<file path="config.mk">
export PLATFORM = sky130hd
export DESIGN_NAME = rct_top
export DESIGN_NICKNAME = d
export VERILOG_FILES = /design/src/verilog/rct_pkg.sv /design/src/verilog/rct_car_if.sv /design/src/verilog/rct_prescaler.sv /design/src/verilog/rct_carrier.sv /design/src/verilog/rct_top.sv
export SDC_FILE = /design/constraint.sdc
export NUM_CORES = 1
export LEC_CHECK = 0
export ABC_AREA = 0
export BUFFER_PORTS_ARGS = -buffer_cell sky130_fd_sc_hd__buf_2
export CORE_MARGIN = 3
export CORE_UTILIZATION = 30
export DETAILED_ROUTE_END_ITERATION = 10
export PLACE_DENSITY_LB_ADDON = 0.25
export SLEW_MARGIN = 25
export SYNTH_ARGS = -nofsm -noshare
export SYNTH_HDL_FRONTEND = slang
export SYNTH_SLANG_ARGS = --single-unit
</file>
<file path="constraint.sdc">
create_clock -name clk_in -period 2.5 [get_ports clk_in]
set_input_delay 0.375 -clock clk_in [delete_from_list [all_inputs] [get_ports clk_in]]
set_output_delay 0.375 -clock clk_in [all_outputs]
set_load 0.02 [all_outputs]
</file>
<file path="src/verilog/rct_pkg.sv">
// Shared constants of the remote carrier timer
package rct_pkg;
   localparam int ADDR_W = 8;
   localparam int DATA_W = 8;
   localparam int CNT_W = 9;
   // Register byte addresses
   localparam logic [7:0] TIMER_COUNT_LOW_ADDR = 8'h18;
   localparam logic [7:0] TIMER_CONTROL_HIGH_ADDR = 8'h19;
   localparam logic [7:0] CARRIER_LOW_PERIOD_LO_ADDR = 8'h1A;
   localparam logic [7:0] CARRIER_LOW_PERIOD_HI_ADDR = 8'h1B;
   localparam logic [7:0] CARRIER_HIGH_PERIOD_LO_ADDR = 8'h1C;
   localparam logic [7:0] CARRIER_HIGH_PERIOD_HI_ADDR = 8'h1D;
   // Field positions
   localparam int COUNT_MSB_BIT = 0;
   localparam int OUTPUT_ENABLE_BIT = 1;
   localparam int TIMER_END_BIT = 7;
   localparam int MOD_MSB_BIT = 0;
   localparam int CARRIER_DISABLE_BIT = 1;
   // Reset values
   localparam logic [7:0] TIMER_COUNT_LOW_RST = 8'h00;
   localparam logic [7:0] TIMER_CONTROL_HIGH_RST = 8'h80;
   localparam logic [7:0] CARRIER_LOW_LO_RST = 8'h00;
   localparam logic [7:0] CARRIER_LOW_HI_RST = 8'h00;
   localparam logic [7:0] CARRIER_HIGH_LO_RST = 8'h00;
   localparam logic [7:0] CARRIER_HIGH_HI_RST = 8'h02;
   // Timer step in system clocks
   localparam int TICK_CYCLES = 64;
   localparam int TICK_W = 6;
endpackage : rct_pkg

</file>
<file path="src/verilog/rct_car_if.sv">
// Link between the timer core and the carrier generator
`timescale 1ns/1ps
interface rct_car_if;
   logic gate;
   logic [8:0] low_mod;
   logic [8:0] high_mod;
   logic level;
   logic busy;
   modport core (output gate, output low_mod, output high_mod, input level, input busy);
   modport gen (input gate, input low_mod, input high_mod, output level, output busy);
endinterface : rct_car_if

</file>
<file path="src/verilog/rct_prescaler.sv">
// Divider producing one tick every timer step
`timescale 1ns/1ps
module rct_prescaler #(
   parameter int STEP = rct_pkg::TICK_CYCLES
) (
   input wire logic clk_in,
   input wire logic srst_in,
   input wire logic run_in,
   output logic tick_out
);
   localparam logic [rct_pkg::TICK_W-1:0] LAST = rct_pkg::TICK_W'(STEP - 1);
   logic [rct_pkg::TICK_W-1:0] div_reg;

   // Held at zero while idle so every run started from idle gets full-length steps
   always_ff @(posedge clk_in) begin
      if (srst_in || !run_in) begin
         div_reg <= '0;
      end else if (div_reg == LAST) begin
         div_reg <= '0;
      end else begin
         div_reg <= div_reg + 1'b1;
      end
   end

   assign tick_out = run_in && (div_reg == LAST);
endmodule : rct_prescaler

</file>
<file path="src/verilog/rct_carrier.sv">
// Carrier waveform generator with separate low and high periods
`timescale 1ns/1ps
module rct_carrier (
   input wire logic clk_in,
   input wire logic srst_in,
   rct_car_if.gen car
);
   logic [8:0] cnt_reg;
   logic high_reg;
   logic busy_reg;

   always_ff @(posedge clk_in) begin
      if (srst_in) begin
         cnt_reg <= '0;
         high_reg <= 1'b0;
         busy_reg <= 1'b0;
      end else if (!busy_reg) begin
         if (car.gate) begin
            busy_reg <= 1'b1;
            high_reg <= 1'b0;
            cnt_reg <= car.low_mod;
         end
      end else if (cnt_reg == 9'h000) begin
         if (high_reg) begin
            // A fallen gate still lets the high phase end first
            high_reg <= 1'b0;
            cnt_reg <= car.low_mod;
            busy_reg <= car.gate;
         end else if (car.gate) begin
            high_reg <= 1'b1;
            cnt_reg <= car.high_mod;
         end else begin
            busy_reg <= 1'b0;
         end
      end else if (!car.gate && !high_reg) begin
         busy_reg <= 1'b0;
      end else begin
         cnt_reg <= cnt_reg - 9'h001;
      end
   end

   assign car.level = high_reg;
   assign car.busy = busy_reg;
endmodule : rct_carrier

</file>
<file path="src/verilog/rct_top.sv">
// Remote carrier timer: register file, down timer and output pin
//
// Local design decision: the strobed register port.
`timescale 1ns/1ps
// Notes on behaviour
// - Nine-bit down counter, enable flag, zero detect
// - Low write stores; high write loads counter
// - Load clears end flag, waits for enable
// - Enable starts count; zero stops, sets end
// - Clearing enable halts; re-enable reloads, restarts
// - Both flags set: new data restarts timer
// - Counter steps once per 64 clocks
// - Output lasts value plus one steps
// - End signal holds while stopped at zero
// - Carrier: one counter, two period values
// - Each phase lasts value plus one clocks
// - Widths programmable across nine-bit range
// - Disable resets one; unused bits read zero
// - Clearing disable puts carrier on pin
// - Pin follows disable, enable and counter
// - Disabled carrier: pin mirrors enable flag
// - Carrier starts with its low phase
// - Falling timer finishes current high phase
module rct_top #(
   parameter int STEP = rct_pkg::TICK_CYCLES
) (
   input wire logic clk_in,
   input wire logic srst_in,
   input wire logic [rct_pkg::ADDR_W-1:0] addr_in,
   input wire logic [rct_pkg::DATA_W-1:0] wdata_in,
   input wire logic wr_in,
   input wire logic rd_in,
   output logic [rct_pkg::DATA_W-1:0] rdata_out,
   output logic remote_output_pin_out,
   output logic timer_end_out
);
   // Stored values written by software
   logic [7:0] count_low_reg;
   logic count_msb_reg;
   logic output_enable_flag_reg;
   logic timer_end_flag_reg;
   logic [8:0] low_period_modulo_reg;
   logic [8:0] high_period_modulo_reg;
   logic carrier_disable_bit_reg;
   // Timer state
   logic [rct_pkg::CNT_W-1:0] down_cnt_reg;
   logic running_reg;
   logic tick;
   logic end_detect;
   logic remote_reg;
   logic remote_next;
   logic [7:0] rdata_reg;
   logic [7:0] rdata_next;
   logic wr_ctrl;

   // Upper modulo bits at reset, taken from the high-byte reset values
   localparam logic CARRIER_LOW_HI_RST_B = rct_pkg::CARRIER_LOW_HI_RST[rct_pkg::MOD_MSB_BIT];
   localparam logic CARRIER_HIGH_HI_RST_B = rct_pkg::CARRIER_HIGH_HI_RST[rct_pkg::MOD_MSB_BIT];

   rct_car_if car ();

   function automatic logic hit(input logic [7:0] a, input logic [7:0] base);
      hit = (a == base);
   endfunction : hit

   assign wr_ctrl = wr_in && hit(addr_in, rct_pkg::TIMER_CONTROL_HIGH_ADDR);

   rct_prescaler #(.STEP(STEP)) u_pre (
      .clk_in(clk_in),
      .srst_in(srst_in),
      .run_in(running_reg),
      .tick_out(tick)
   );

   rct_carrier u_car (
      .clk_in(clk_in),
      .srst_in(srst_in),
      .car(car)
   );

   // Software-written carrier settings
   always_ff @(posedge clk_in) begin
      if (srst_in) begin
         low_period_modulo_reg <= {CARRIER_LOW_HI_RST_B, rct_pkg::CARRIER_LOW_LO_RST};
         high_period_modulo_reg <= {CARRIER_HIGH_HI_RST_B, rct_pkg::CARRIER_HIGH_LO_RST};
         carrier_disable_bit_reg <= rct_pkg::CARRIER_HIGH_HI_RST[rct_pkg::CARRIER_DISABLE_BIT];
      end else if (wr_in) begin
         if (hit(addr_in, rct_pkg::CARRIER_LOW_PERIOD_LO_ADDR)) begin
            low_period_modulo_reg[7:0] <= wdata_in;
         end
         if (hit(addr_in, rct_pkg::CARRIER_LOW_PERIOD_HI_ADDR)) begin
            low_period_modulo_reg[8] <= wdata_in[rct_pkg::MOD_MSB_BIT];
         end
         if (hit(addr_in, rct_pkg::CARRIER_HIGH_PERIOD_LO_ADDR)) begin
            high_period_modulo_reg[7:0] <= wdata_in;
         end
         if (hit(addr_in, rct_pkg::CARRIER_HIGH_PERIOD_HI_ADDR)) begin
            high_period_modulo_reg[8] <= wdata_in[rct_pkg::MOD_MSB_BIT];
            carrier_disable_bit_reg <= wdata_in[rct_pkg::CARRIER_DISABLE_BIT];
         end
      end
   end

   // Low count byte is only stored; the counter is not touched
   always_ff @(posedge clk_in) begin
      if (srst_in) begin
         count_low_reg <= rct_pkg::TIMER_COUNT_LOW_RST;
      end else if (wr_in && hit(addr_in, rct_pkg::TIMER_COUNT_LOW_ADDR)) begin
         count_low_reg <= wdata_in;
      end
   end

   // Down timer. A control write always reloads from the stored value,
   // so a bit-set of the enable flag also restarts from the full count.
   always_ff @(posedge clk_in) begin
      if (srst_in) begin
         count_msb_reg <= rct_pkg::TIMER_CONTROL_HIGH_RST[rct_pkg::COUNT_MSB_BIT];
         output_enable_flag_reg <= rct_pkg::TIMER_CONTROL_HIGH_RST[rct_pkg::OUTPUT_ENABLE_BIT];
         down_cnt_reg <= '0;
         running_reg <= 1'b0;
      end else if (wr_ctrl) begin
         count_msb_reg <= wdata_in[rct_pkg::COUNT_MSB_BIT];
         down_cnt_reg <= {wdata_in[rct_pkg::COUNT_MSB_BIT], count_low_reg};
         output_enable_flag_reg <= wdata_in[rct_pkg::OUTPUT_ENABLE_BIT];
         running_reg <= wdata_in[rct_pkg::OUTPUT_ENABLE_BIT];
      end else if (tick) begin
         if (down_cnt_reg == '0) begin
            running_reg <= 1'b0;
         end else begin
            down_cnt_reg <= down_cnt_reg - 9'h001;
         end
      end
   end

   assign end_detect = (down_cnt_reg == '0) && !running_reg;

   // End flag: an expiring count beats a clearing write in the same cycle
   always_ff @(posedge clk_in) begin
      if (srst_in) begin
         timer_end_flag_reg <= rct_pkg::TIMER_CONTROL_HIGH_RST[rct_pkg::TIMER_END_BIT];
      end else if (tick && running_reg && down_cnt_reg == '0) begin
         timer_end_flag_reg <= 1'b1;
      end else if (wr_ctrl) begin
         timer_end_flag_reg <= 1'b0;
      end
   end

   // Carrier gate: open only while the timer is counting and carrier is enabled
   assign car.gate = running_reg && !carrier_disable_bit_reg;
   assign car.low_mod = low_period_modulo_reg;
   assign car.high_mod = high_period_modulo_reg;

   always_comb begin
      if (carrier_disable_bit_reg) begin
         remote_next = output_enable_flag_reg;
      end else begin
         remote_next = car.busy && car.level;
      end
   end

   always_ff @(posedge clk_in) begin
      if (srst_in) begin
         remote_reg <= 1'b0;
      end else begin
         remote_reg <= remote_next;
      end
   end

   // Read mux; unused and unmapped bits read as zero
   always_comb begin
      rdata_next = 8'h00;
      case (addr_in)
         rct_pkg::TIMER_COUNT_LOW_ADDR: begin
            rdata_next = count_low_reg;
         end
         rct_pkg::TIMER_CONTROL_HIGH_ADDR: begin
            rdata_next[rct_pkg::COUNT_MSB_BIT] = count_msb_reg;
            rdata_next[rct_pkg::OUTPUT_ENABLE_BIT] = output_enable_flag_reg;
            rdata_next[rct_pkg::TIMER_END_BIT] = timer_end_flag_reg;
         end
         rct_pkg::CARRIER_LOW_PERIOD_LO_ADDR: begin
            rdata_next = low_period_modulo_reg[7:0];
         end
         rct_pkg::CARRIER_LOW_PERIOD_HI_ADDR: begin
            rdata_next[rct_pkg::MOD_MSB_BIT] = low_period_modulo_reg[8];
         end
         rct_pkg::CARRIER_HIGH_PERIOD_LO_ADDR: begin
            rdata_next = high_period_modulo_reg[7:0];
         end
         rct_pkg::CARRIER_HIGH_PERIOD_HI_ADDR: begin
            rdata_next[rct_pkg::MOD_MSB_BIT] = high_period_modulo_reg[8];
            rdata_next[rct_pkg::CARRIER_DISABLE_BIT] = carrier_disable_bit_reg;
         end
         default: begin
            rdata_next = 8'h00;
         end
      endcase
   end

   // Read data stand only in the cycle after the strobe
   always_ff @(posedge clk_in) begin
      if (srst_in) begin
         rdata_reg <= 8'h00;
      end else if (rd_in) begin
         rdata_reg <= rdata_next;
      end else begin
         rdata_reg <= 8'h00;
      end
   end

   always_ff @(posedge clk_in) begin
      if (srst_in) begin
         timer_end_out <= rct_pkg::TIMER_CONTROL_HIGH_RST[rct_pkg::TIMER_END_BIT];
      end else begin
         timer_end_out <= end_detect;
      end
   end

   assign rdata_out = rdata_reg;
   assign remote_output_pin_out = remote_reg;
endmodule : rct_top

</file>
-- Word-level counts from Yosys, hierarchy flattened
Cells that the tools add are included.
- add/sub/neg operators: 3
- equality and inequality tests: 11
- multiplexer cells: 26
- bitwise logic cells: 1
- reductions and logical operators: 30
- operators by type and width (operator ; count):
    $mux 9 ; 9
    $eq 8x5->1 const B ; 6
    $logic_not 9->1 ; 2
    $sub 9x1->9 const B ; 2
    $pmux 5 s3 ; 1
    $reduce_and 2->1 ; 7
    $mux 1 ; 13
    $logic_and 1x1->1 ; 9
    $add 6x1->6 const B ; 1
    $eq 6x6->1 const B ; 1
    $pmux 1 s6 ; 1
    $reduce_bool 2->1 ; 3
    $reduce_or 2->1 ; 3
    $pmux 1 s5 ; 1
    $logic_not 1->1 ; 4
    $ne 2x2->1 const B ; 2
    $pmux 1 s4 ; 1
    $ne 3x1->1 const B ; 1
    $ne 3x3->1 const B ; 1
    $reduce_and 3->1 ; 1
    $logic_or 1x1->1 ; 1
    $not 1->1 ; 1
- register bits: 67
- input port bits: 20

-- Longest topological paths before layout
- depth in word-level cells: 7
- depth in mapped cells: 8
- gate-level depth less buffers: 7

-- By module
Synthesis repeated with hierarchy kept, for this count alone.
- cell total of the unflattened synthesis: 386
- area total of the unflattened synthesis: 3352.0 um2
- by module, submodules not included (module ; instances ; cells an instance ; area each (um2) ; seq. area each (um2)):
    rct_top ; 1 ; 255 ; 2308.5 ; 1001.0
    rct_carrier ; 1 ; 103 ; 795.8 ; 220.2
    rct_prescaler ; 1 ; 28 ; 247.7 ; 120.1

-- Worst setup path after synthesis
OpenSTA, ideal clock, no wires.
- kind: reg-to-reg
- from: register u_car.cnt_reg[0]
- to: register u_car.cnt_reg[7]
- library setup time: 0.119 ns
- arrival: 2.047 ns
- setup slack: 0.335 ns
- stages on the path, launching flop included: 9
- buffers on the path: 1
- clock period less this slack: 2.165 ns
- cells stage by stage: dfxtp_1 > inv_1 > ha_1 > or4b_4 > or4_4 > buf_6 > a211oi_2 > o311a_1 > nor4_1
- cells in the longest elaborated chain, start to end: 4
- elaborated cells on any way between the ends: 8
- classes of those cells: add/sub: 1; eq/ne: 2; mux: 3; reduce/logical: 2
- ends and longest elaborated chain (element ; line ; RTL):
    start: declaration ; rct_carrier.sv:8 ; logic [8:0] cnt_reg;
    start signal: assignment ; rct_carrier.sv:21 ; cnt_reg <= car.low_mod;
    start signal: assignment ; rct_carrier.sv:27 ; cnt_reg <= car.low_mod;
    start signal: assignment ; rct_carrier.sv:31 ; cnt_reg <= car.high_mod;
    $sub 9x1->9 ; rct_carrier.sv:38 ; cnt_reg <= cnt_reg - 9'h001;
    $mux 9 ; rct_carrier.sv:35 ; end else if (!car.gate && !high_reg) begin
    $mux 9 ; rct_carrier.sv:23 ; end else if (cnt_reg == 9'h000) begin
    $mux 9 ; rct_carrier.sv:17 ; end else if (!busy_reg) begin
Parallel ways exist; a longest one is shown, timed or not. The select of a mux whose other input is x is not followed.
A chain may end at the register's enable or synchronous reset.

-- Final worst setup path
Same ends and word-level chain as after synthesis.

==> out/summary.txt <==
Mux cell area share after synthesis = 10.28%
Post-CTS Hold Fix Bufs = 0
# setup viols final = 0
N_diodes = 0
Max-cap violation count = 0
DP Worst Slack = 0.2534 ns
Worst Slack Setup Final = 0.2478 ns
Syn_nets = 391
Total Routed Length = 8183 um
Worst EP arrival = 2.45 ns
CP Max Fanout = 8
Via density = 5.099
Initial antenna violation count = 0
Cell Area, Synth = 3212 um2
Boundary Pins = 30
Clock transition at path regs = 0.07 ns
GP Congestion = 0.8385
Crit-path cells = inv_1, ha_1, or4b_4, or4_4, a211oi_2, o311a_1, nor4_1
Cells after Synth = 368
Layout cells sized above 1 = 14.25%
Total gr overflow = 0
Crit end category = register
H-tree level count = 3
Largest net degree at the start of global routing = 26
DR iter-0 viols = 161
Port Buf Inserts = 29
Clk buf depth = 2
Post-synthesis simple-gate area fraction = 22.98%
TritonCTS clock tree = built
RSZ-0062 raised after global routing = false
PwrDens = 592.9 nW/um2
Synthesis Warnings = 0
Layout area overhead = 15.66%
Post-synthesis sequential area ratio = 41.76%
Core Region = 10370 um2
Fmax = 444.0 MHz
Rel. slew slack = 51.33%
Final Hold Viols = 0
R2R depth = 7
CTS Sinks = 67
Status = completed
1st-pass router iterations = 4
Xor and xnor area share after synthesis = 3.272%
Synth async-reset ratio = 0%
Mean post-synth cell area = 8.728 um2
Largest stage delay, worst path = 0.57 ns
Nets@finish = 418
Main flop type after synthesis = dfxtp_1
Post-synthesis compound-gate area fraction = 16.09%
Fin crit period = 2.252 ns
Clk_lat worst skew = 0.35 ns
Synth Area in Adders = 1.169%
Initial Util = 30.97%
Hold path depth = 3
Worst Hold Class = input port to register
Post-synth EDFFs = 0
Number of global-route vias before repair = 2612
Die width = 109.5 um
Leak Pwr = 1.473 nW
DRC viols = 0
Synth Register Bits = 67
Period Utilization, post-route = 90.09%
Combinational family with the most area after synthesis = simple AND/OR/NAND/NOR gates
Crit Path Category = register to register
Post-Place Cell Area = 3478 um2
Final Skew = 0.01489 ns
Max-slew violations = 0
Setup TNS = 0 ns
Die Span Y = 109.5 um
Req. time, crit path = 2.70 ns
Critical path's slowest cell = or4_4
Postcts setup bufs = 0
Final antenna-violating net count = 0
Cts repair resizes = 0
Worst Tran Pin Value = 0.7291 ns
Detail Placement HPWL = 5992 um
Vias = 2733
Num CTS Buffers = 9
Unique masters post-synth = 54
First-pass GRT wire length = 13530 um
Design Area, Final = 3715 um2
GRT Util Overall = 14.59%
Worst setup SP type = register
Full die area = 11980 um2
Avg WL per Cell = 15.27 um
Row count = 37
Maximum vdd drop = 277.5 uV
Power Total = 2.203 mW
Root Driver = clkbuf_8
-- power breakdown --
| part | internal, mW | switching (mW) |
|---|---|---|
| Clock | 0.620 | 0.442 |
| Combinational | 0.0242 | 0.0486 |
| Sequential | 1.07 | 0.000977 |
-- final timing paths --
check	start	to	slack, ns
max	u_car.cnt_reg[0]	u_car.cnt_reg[7]	0.25
min	wdata_in[7]	count_low_reg[7]	0.31
max reg2reg	u_car.cnt_reg[0]	u_car.cnt_reg[7]	0.25
min reg2reg	u_pre.div_reg[0]	u_pre.div_reg[0]	0.45
-- cell families (layout without fill, tap and decap cells) --
| kind of cell | count (synthesis) | count (layout) |
|---|---|---|
| flip-flops | 67 | 67 |
| adder cells (fa/ha/maj) | 3 | 3 |
| multiplexers | 33 | 33 |
| AND/OR/NAND/NOR | 150 | 150 |
| AO/OA/AOI/OAI | 71 | 71 |
| buffers and inverters | 32 | 64 |
| XOR/XNOR | 12 | 12 |
-- metrics by stage --
step	cells	util [%]	hold slack (ns)
3_3_place_gp	520	33.54	0.4270
3_5_place_dp	520	33.54	0.4378
4_1_cts	536	35.82	0.2999
2_1_floorplan	368	-	0.4130
6_report	536	35.82	0.3093
5_1_grt	536	35.82	0.3150
-- layout by cell type (no fill, tap or decap), types with 5 or more instances in the layout --
master	synthesis	final
nor2_1	67	67
a211oi_1	10	10
buf_4	0	6
xor2_1	6	6
and3_1	6	6
nor3_1	5	5
nand3_1	16	16
mux2i_1	33	33
clkbuf_8	0	11
buf_2	3	29
nor2b_1	8	8
a22o_1	8	8
nand2_1	24	24
xnor2_1	6	6
a22oi_1	5	5
inv_1	13	13
dfxtp_1	67	67
a21oi_1	16	16
-- routing by layer --
layer,up-vias,wire length (um),track usage (%)
met5,-,0,0
met1,1267,3965,20.29
met2,72,3567,21.88
li1,1380,-,-
met3,14,494,3.171
met4,0,155,5.877
-- area by class of cell --
type                    count  area [um2]
clock inverters             5       85.08
multi-input cells         269        1728
fillers                  1099        6655
repair buffers             35       190.2
well taps                 136       170.2
inverters                  13       48.80
clock buffers              11       151.4
flip-flops and latches     67        1341
-- critical path, delay by kind of cell, from the launching register on --
family	cells	cell delay, ns
AOI/OAI and AO/OA	2	0.40
DFF	1	0.35
adders and majority gates	1	0.16
buffers and inverters	1	0.08
and+or+nand+nor	3	1.13
-- cells in the mapped netlist (4+ instances only) --
library cell / instances / area, um2
a211oi_1: 10 / 75.07
a21oi_1: 16 / 80.08
a22o_1: 8 / 70.07
a22oi_1: 5 / 37.54
and3_1: 6 / 37.54
clkbuf_1: 13 / 48.80
dfxtp_1: 67 / 1341
inv_1: 13 / 48.80
mux2i_1: 33 / 330.3
nand2_1: 24 / 90.09
nand3_1: 16 / 80.08
nor2_1: 67 / 251.5
nor2b_1: 8 / 50.05
nor3_1: 5 / 25.02
o221ai_1: 4 / 35.03
o31ai_1: 4 / 30.03
xnor2_1: 6 / 52.55
xor2_1: 6 / 52.55
Power figures use the tool's default switching activity.
